$ cat config.mk
export PLATFORM = sky130hd
export DESIGN_NAME = rxlp_pipeline
export DESIGN_NICKNAME = d
export VERILOG_FILES = /design/src/rtl/rxlp_pipeline.v
export VERILOG_INCLUDE_DIRS = /design/src /design/src/common
export SDC_FILE = /design/constraint.sdc
export NUM_CORES = 1
export LEC_CHECK = 0
export BUFFER_PORTS_ARGS = -buffer_cell sky130_fd_sc_hd__buf_2
export CORE_ASPECT_RATIO = 0.7
export CORE_MARGIN = 2
export CORE_UTILIZATION = 63
export DETAILED_ROUTE_END_ITERATION = 16
export MAX_ROUTING_LAYER = met4
export PLACE_DENSITY_LB_ADDON = 0.3
export REMOVE_ABC_BUFFERS = 1
export SKIP_LAST_GASP = 1
export SLEW_MARGIN = 0
export SYNTH_ARGS = -nofsm -noshare
export SYNTH_HDL_FRONTEND = slang
export SYNTH_SLANG_ARGS = --single-unit
$ cat constraint.sdc
create_clock -name mclk_i -period 4.9 [get_ports mclk_i]
set_clock_uncertainty 0.05 [all_clocks]
set_input_delay 0.245 -clock mclk_i [delete_from_list [all_inputs] [get_ports mclk_i]]
set_output_delay 0.245 -clock mclk_i [all_outputs]
set_load 0.02 [all_outputs]
$ cat src/common/rxlp_defines.vh
`ifndef RXLP_DEFINES_VH
`define RXLP_DEFINES_VH

// Stage delays in serial bit times (one bit time per mclk_i cycle with ce_i high)
`define RXLP_A_MIN      8'd47
`define RXLP_A_SPAN     4'd10
`define RXLP_B_DLY      8'd10
`define RXLP_C_DLY      8'd10
`define RXLP_D_MIN      8'd10
`define RXLP_D_SPAN     4'd10
`define RXLP_E_DLY      8'd10
`define RXLP_F_DLY      8'd10
`define RXLP_G_DLY      8'd10
`define RXLP_H_MIN      8'd10
`define RXLP_H_SPAN     5'd30
`define RXLP_I_MIN      8'd10
`define RXLP_I_SPAN     4'd10

// Delay line and word sizes
`define RXLP_LINE_LEN   192
`define RXLP_WORD_W     20
`define RXLP_CNT_W      5
`define RXLP_WORD_LAST  5'd19
`define RXLP_SEED_W     17
`define RXLP_TAP_OFS    8'd2

// Spread seed fields
`define RXLP_SA_HI      3
`define RXLP_SA_LO      0
`define RXLP_SD_HI      7
`define RXLP_SD_LO      4
`define RXLP_SH_HI      12
`define RXLP_SH_LO      8
`define RXLP_SI_HI      16
`define RXLP_SI_LO      13

`endif

$ cat src/rtl/rxlp_pipeline.v
`timescale 1ns/100ps
`include "rxlp_defines.vh"

// Operation
// Line bit reaches deserializer register 47 to 57 bit times later.
// Deserializer to phy alignment stage takes exactly 10 bit times.
// Decoder output to receive FIFO input takes exactly 10 bit times.
// FIFO output to parallel output register takes 10 to 20 bit times; the code gives 0 to 10 when the FIFO is bypassed.
// Decoder off removes the decoder stage, exactly 20 bit times shorter.
// Absolute latency may differ after each reset, within a bounded spread.
// Separate settings bypass channel sync, decoder and FIFO stages.
module rxlp_pipeline
(
  // Clock, reset, enable
  input  wire                       mclk_i,
  input  wire                       reset_n_i,
  input  wire                       ce_i,
  // Configuration, captured at reset release
  input  wire                       sync_en_i,
  input  wire                       dec_en_i,
  input  wire                       fifo_en_i,
  input  wire [`RXLP_SEED_W-1:0]    lat_seed_i,
  // Serial line input
  input  wire                       line_bit_i,
  input  wire                       line_vld_i,
  // Parallel output toward host
  output wire                       rx_bit_o,
  output wire                       rx_bit_vld_o,
  output wire [`RXLP_WORD_W-1:0]    rx_word_o,
  output wire                       rx_word_vld_o,
  output wire [7:0]                 rx_latency_o
);

  // ==========================================================
  // Configuration and spread capture
  // ==========================================================
  reg                        rst_d_r;
  reg                        sync_en_r;
  reg                        dec_en_r;
  reg                        fifo_en_r;
  reg  [3:0]                 ext_a_r;
  reg  [3:0]                 ext_d_r;
  reg  [4:0]                 ext_h_r;
  reg  [3:0]                 ext_i_r;
  reg  [7:0]                 total_r;
  reg                        cfg_ok_r;

  wire [3:0] sa = lat_seed_i[`RXLP_SA_HI:`RXLP_SA_LO];
  wire [3:0] sd = lat_seed_i[`RXLP_SD_HI:`RXLP_SD_LO];
  wire [4:0] sh = lat_seed_i[`RXLP_SH_HI:`RXLP_SH_LO];
  wire [3:0] si = lat_seed_i[`RXLP_SI_HI:`RXLP_SI_LO];

  // Per-reset spread, clamped to each stage's range
  wire [3:0] ea_nxt;
  wire [3:0] ed_nxt;
  wire [4:0] eh_nxt;
  wire [3:0] ei_nxt;

  rxlp_clamp #(.W(4)) u_clamp_a
  (
    .val_i (sa),
    .lim_i (`RXLP_A_SPAN),
    .res_o (ea_nxt)
  );

  rxlp_clamp #(.W(4)) u_clamp_d
  (
    .val_i (sd),
    .lim_i (`RXLP_D_SPAN),
    .res_o (ed_nxt)
  );

  rxlp_clamp #(.W(5)) u_clamp_h
  (
    .val_i (sh),
    .lim_i (`RXLP_H_SPAN),
    .res_o (eh_nxt)
  );

  rxlp_clamp #(.W(4)) u_clamp_i
  (
    .val_i (si),
    .lim_i (`RXLP_I_SPAN),
    .res_o (ei_nxt)
  );

  always @(posedge mclk_i)
  begin
    if (!reset_n_i)
    begin
      rst_d_r   <= 1'b1;
      sync_en_r <= 1'b1;
      dec_en_r  <= 1'b1;
      fifo_en_r <= 1'b1;
      ext_a_r   <= 4'h0;
      ext_d_r   <= 4'h0;
      ext_h_r   <= 5'h00;
      ext_i_r   <= 4'h0;
    end
    else if (ce_i)
    begin
      rst_d_r <= 1'b0;
      // Strap-style capture on first enabled cycle after release
      if (rst_d_r)
      begin
        sync_en_r <= sync_en_i;
        dec_en_r  <= dec_en_i;
        fifo_en_r <= fifo_en_i;
        ext_a_r   <= ea_nxt;
        ext_d_r   <= ed_nxt;
        ext_h_r   <= eh_nxt;
        ext_i_r   <= ei_nxt;
      end
    end
  end

  // ==========================================================
  // Stage delay sum
  // ==========================================================
  wire [7:0] dly_a  = `RXLP_A_MIN + {4'h0, ext_a_r};
  wire [7:0] dly_b  = `RXLP_B_DLY;
  wire [7:0] dly_cd = sync_en_r ?
                      (`RXLP_C_DLY + `RXLP_D_MIN + {4'h0, ext_d_r}) :
                      8'h00;
  wire [7:0] dly_ef = dec_en_r ? (`RXLP_E_DLY + `RXLP_F_DLY) :
                      8'h00;
  wire [7:0] dly_g  = `RXLP_G_DLY;
  wire [7:0] dly_h  = fifo_en_r ?
                      (`RXLP_H_MIN + {3'h0, ext_h_r} + `RXLP_I_MIN) :
                      8'h00;
  wire [7:0] dly_i  = {4'h0, ext_i_r};
  wire [7:0] total_nxt = dly_a + dly_b + dly_cd + dly_ef + dly_g
                         + dly_h + dly_i;

  always @(posedge mclk_i)
  begin
    if (!reset_n_i)
    begin
      total_r  <= `RXLP_A_MIN;
      cfg_ok_r <= 1'b0;
    end
    else if (ce_i)
    begin
      total_r  <= total_nxt;
      cfg_ok_r <= ~rst_d_r;
    end
  end

  // ==========================================================
  // Bit delay line and parallel output register
  // ==========================================================
  reg  [`RXLP_LINE_LEN-1:0]  bit_line_r;
  reg  [`RXLP_LINE_LEN-1:0]  vld_line_r;
  reg                        out_bit_r;
  reg                        out_vld_r;
  reg  [`RXLP_WORD_W-1:0]    shift_r;
  reg  [`RXLP_WORD_W-1:0]    word_r;
  reg                        word_vld_r;
  reg  [`RXLP_CNT_W-1:0]     cnt_r;

  // Tap two back: line stage plus output register make total
  wire [7:0] tap = total_r - `RXLP_TAP_OFS;

  always @(posedge mclk_i)
  begin
    if (!reset_n_i)
    begin
      bit_line_r <= {`RXLP_LINE_LEN{1'b0}};
      vld_line_r <= {`RXLP_LINE_LEN{1'b0}};
      out_bit_r  <= 1'b0;
      out_vld_r  <= 1'b0;
      shift_r    <= {`RXLP_WORD_W{1'b0}};
      word_r     <= {`RXLP_WORD_W{1'b0}};
      word_vld_r <= 1'b0;
      cnt_r      <= {`RXLP_CNT_W{1'b0}};
    end
    else if (ce_i)
    begin
      bit_line_r <= {bit_line_r[`RXLP_LINE_LEN-2:0], line_bit_i};
      vld_line_r <= {vld_line_r[`RXLP_LINE_LEN-2:0],
                     line_vld_i & cfg_ok_r};
      out_bit_r  <= bit_line_r[tap];
      out_vld_r  <= vld_line_r[tap];
      word_vld_r <= 1'b0;
      if (out_vld_r)
      begin
        // First received bit lands in the top position
        shift_r <= {shift_r[`RXLP_WORD_W-2:0], out_bit_r};
        if (cnt_r == `RXLP_WORD_LAST)
        begin
          cnt_r      <= {`RXLP_CNT_W{1'b0}};
          word_r     <= {shift_r[`RXLP_WORD_W-2:0], out_bit_r};
          word_vld_r <= 1'b1;
        end
        else
          cnt_r <= cnt_r + 5'd1;
      end
    end
  end

  assign rx_bit_o      = out_bit_r;
  assign rx_bit_vld_o  = out_vld_r;
  assign rx_word_o     = word_r;
  assign rx_word_vld_o = word_vld_r;
  assign rx_latency_o  = total_r;

endmodule // rxlp_pipeline

// ==========================================================
// Saturating clamp of a seed field to a stage span
// ==========================================================
module rxlp_clamp
#(
  parameter W = 4
)
(
  // Field and its ceiling
  input  wire [W-1:0]               val_i,
  input  wire [W-1:0]               lim_i,
  // Clamped value
  output wire [W-1:0]               res_o
);

  assign res_o = (val_i > lim_i) ? lim_i : val_i;

endmodule // rxlp_clamp

==> key figures <==
Timing
  • Final Cycle Share: 0.775
  • Slew @ Worst Pin: 1220 ps
  • Unrepaired setup endpoints after global routing: no
  • Fmax: 0.263 GHz
  • Max Slew Vio Count: 0
  • Normalized max-slew margin: 0.183
  • Final setup fails: 0
  • Final Hold Viols: 0
  • Fin crit period: 3800 ps
  • Setup_tns: 0 ps

Drt
  • DR vias: 14,200
  • Vias per inst: 5.80
  • Iteration count of the initial detailed-routing pass: 5
  • Detailed-route DRC error count: 0
  • Post-Route WL: 45,300 um
  • Wire per inst: 18.5 um
  • Initial DRC Count: 1,219
  • Final ANT Viol Nets: 0

Clock tree
  • CTS Sinks: 461
  • Clock Path Buffers: 3
  • H-tree lvl count: 2
  • CTS tree: done
  • Post-CTS Setup Bufs: 0
  • Post-CTS Resized: 0
  • Root Driver: clkbuf_16
  • Clock transition at path regs: 70 ps
  • Clk_lat worst skew: 550 ps
  • CTS Buf Count: 42

Setup path
  • CP max FO: 2
  • Worst Setup End Kind: flop
  • CP required: 5320 ps
  • Startpoint Class: flop
  • Setup Crit Path Kind: reg -> reg
  • Data arrival time of the critical path: 4220 ps

Floorplan
  • # IOs: 56
  • Initial Utilization: 0.637
  • Die Y: 157 um
  • Die W: 223 um
  • Row cnt: 56
  • Die ar.: 35,200 um2
  • Area of the core: 33,300 um2

Synthesis
  • Cells after Synth: 1,984
  • Mapped Avg Cell Area: 10.7 um2
  • Post-synth top area cell: dfxtp_1
  • Async set-reset flop share out of synthesis: 0
  • Post-synth top flop: dfxtp_1
  • Cell area after synthesis: 21,200 um2
  • Largest cells by area after synthesis: dfxtp_1 44%, mux2i_1 20%, nor2b_1 12%, mux4_2 7.9%, nand2_1 3.0%
  • Compound-Gate Fraction of Synth Area: 0.0532
  • Post-Synth XOR/XNOR Area: 0.00850
  • Synth warn: 0
  • Synth cell types: 54
  • Number of synthesized flops with an enable pin: 0
  • Main combinational cell family by area after synthesis: multiplexers
  • Post-synthesis mux area share: 0.282
  • Post-synth top area share: 0.435
  • Synth Area in Adders: 0.0201
  • Post-synthesis sequential area ratio: 0.435
  • Synthesized-area fraction occupied by and/or/nand/nor cells: 0.166
  • #FFs+latches synth: 461

Global route
  • Gr usage total: 0.263
  • Largest net degree at the start of global routing: 244
  • Initial antenna violation count: 0
  • Vias in the first global route: 13,800
  • First-pass GRT wire length: 73,100 um
  • GR Overflow Total: 0

Power
  • Leakage power: 0.00918 uW
  • Worst vdd ir: 0.288 mV
  • PwrDens: 373 nW/um2

Place
  • GPL Wtd Cong: 0.839
  • Hpwl dp: 27,600 um
  • Placed cell count: 2,348
  • Port bufs: 55

Layout
  • Share of cells above drive strength 1: 0.119
  • Area Overhead vs Synth: 10.1%
  • Layout Nets: 2,033
  • Layout Cells excl Fill: 2,448

Run status
  • Outcome: completed

Job
  • Max_cap viols: 0

Hold path
  • Hold crit path type: in -> reg
-- synth_stat cells, types with 7 or more instances --
cell type	n
buf_4	7
clkbuf_1	85
buf_1	35
mux2i_1	427
dfxtp_1	461
and2_1	9
nand2_1	172
nor2b_1	393
fa_1	10
a21oi_1	19
o21ai_0	23
mux4_2	74
buf_2	14
inv_1	28
a32oi_1	11
nand3_1	23
a221oi_1	15
a21boi_0	54
nor2_1	19
nand4_1	7
ha_1	18
a2111oi_0	7
xnor2_1	10
-- through the flow --
stage                     worst slack [ps]  hold slack, ps  total power (uW)   util  cell area (um2)
after floorplan                      -2370             267              4750      -            20600
after global placement                1350             398              5240  0.650            21600
after detailed placement              1240             405              5260  0.650            21600
after CTS                             1140            29.6              8720  0.701            23300
after global routing                   893            78.2              8980  0.701            23300
final                                 1100            50.8              8700  0.701            23300
-- path summary, 6_finish.rpt --
check                                     from               to  slack [ps]  depth (start not counted)
worst max-delay path                  dec_en_r  rx_latency_o[7]        1100                         15
worst min-delay path            lat_seed_i[15]       ext_i_r[0]          50                          4
worst max register to register        dec_en_r  rx_latency_o[7]        1100                         15
worst min register to register    rx_word_o[4]     rx_word_o[4]         410                          2
-- logic make-up (layout without fill, tap and decap cells) --
kind of cell | Yosys count | in the layout
other | 0 | 1
DFF | 461 | 461
buffers and inverters | 176 | 204
and+or+nand+nor | 640 | 640
adders and majority gates | 28 | 28
AOI/OAI and AO/OA | 157 | 157
xor gates and xnor gates | 18 | 18
muxes | 504 | 504
-- repair_timing --
action	CTS	global route
endpoints found under the setup margin	0	0
hold endpoints to repair	19	0
hold buffers	23	0
-- per-layer routing --
layer	global-route usage	vias up	routed length, um
met5	-	-	0
met4	0.0765	0	1080
met3	0.0532	92	2530
met2	0.399	312	20300
met1	0.360	6939	21300
li1	-	6859	-
-- critical path, stage by stage (launching register included) --
cell	delay, ps
dfxtp_1	370
inv_1	90
fa_1	550
inv_1	50
fa_1	480
inv_1	50
fa_1	470
inv_1	60
fa_1	400
a21o_1	170
a21oi_1	250
o21bai_1	90
a21oi_1	230
xnor2_1	170
mux2i_1	100
nor2b_1	140
-- report_power, final --
group / internal, uW / switching, uW / leakage [uW]
Clock: 2030 / 1440 / 0.000734
Sequential: 3780 / 63.0 / 0.00372
Combinational: 537 / 845 / 0.00473
-- sequential cells by signal (all words and copies together), names as in the netlist --
register       flops
sync_en_r          1
rx_word_vld_o      1
shift_r           19
ext_i_r            4
rst_d_r            1
fifo_en_r          1
ext_a_r            4
dec_en_r           1
rx_word_o         20
ext_h_r            5
rx_bit_o           1
rx_latency_o       8
rx_bit_vld_o       1
cfg_ok_r           1
bit_line_r       192
vld_line_r       192
ext_d_r            4
cnt_r              5
-- layout by cell type, fill, tap and decap left out, drive strengths merged, types with 19 or more instances in the layout --
| cell | netlist | layout |
|---|---|---|
| mux2i | 427 | 427 |
| nor2 | 20 | 20 |
| a21boi | 54 | 54 |
| mux4 | 74 | 74 |
| nor2b | 393 | 393 |
| clkbuf | 85 | 55 |
| buf | 61 | 75 |
| a21oi | 19 | 19 |
| inv | 29 | 30 |
| nand3 | 23 | 23 |
| o21ai | 23 | 23 |
| dfxtp | 461 | 461 |
| nand2 | 172 | 172 |
| dlygate4sd3 | 0 | 23 |
-- final cells by class --
cell class | instances | area (um2)
clock inverters | 21 | 243
diodes | 1 | 2.50
well taps | 435 | 544
inverters | 30 | 113
flip-flops and latches | 461 | 9230
multi-input cells | 1347 | 11300
clock buffers | 55 | 1220
repair buffers | 98 | 738
fillers | 2391 | 9940
Note: power is estimated with default switching activity, not from simulation.
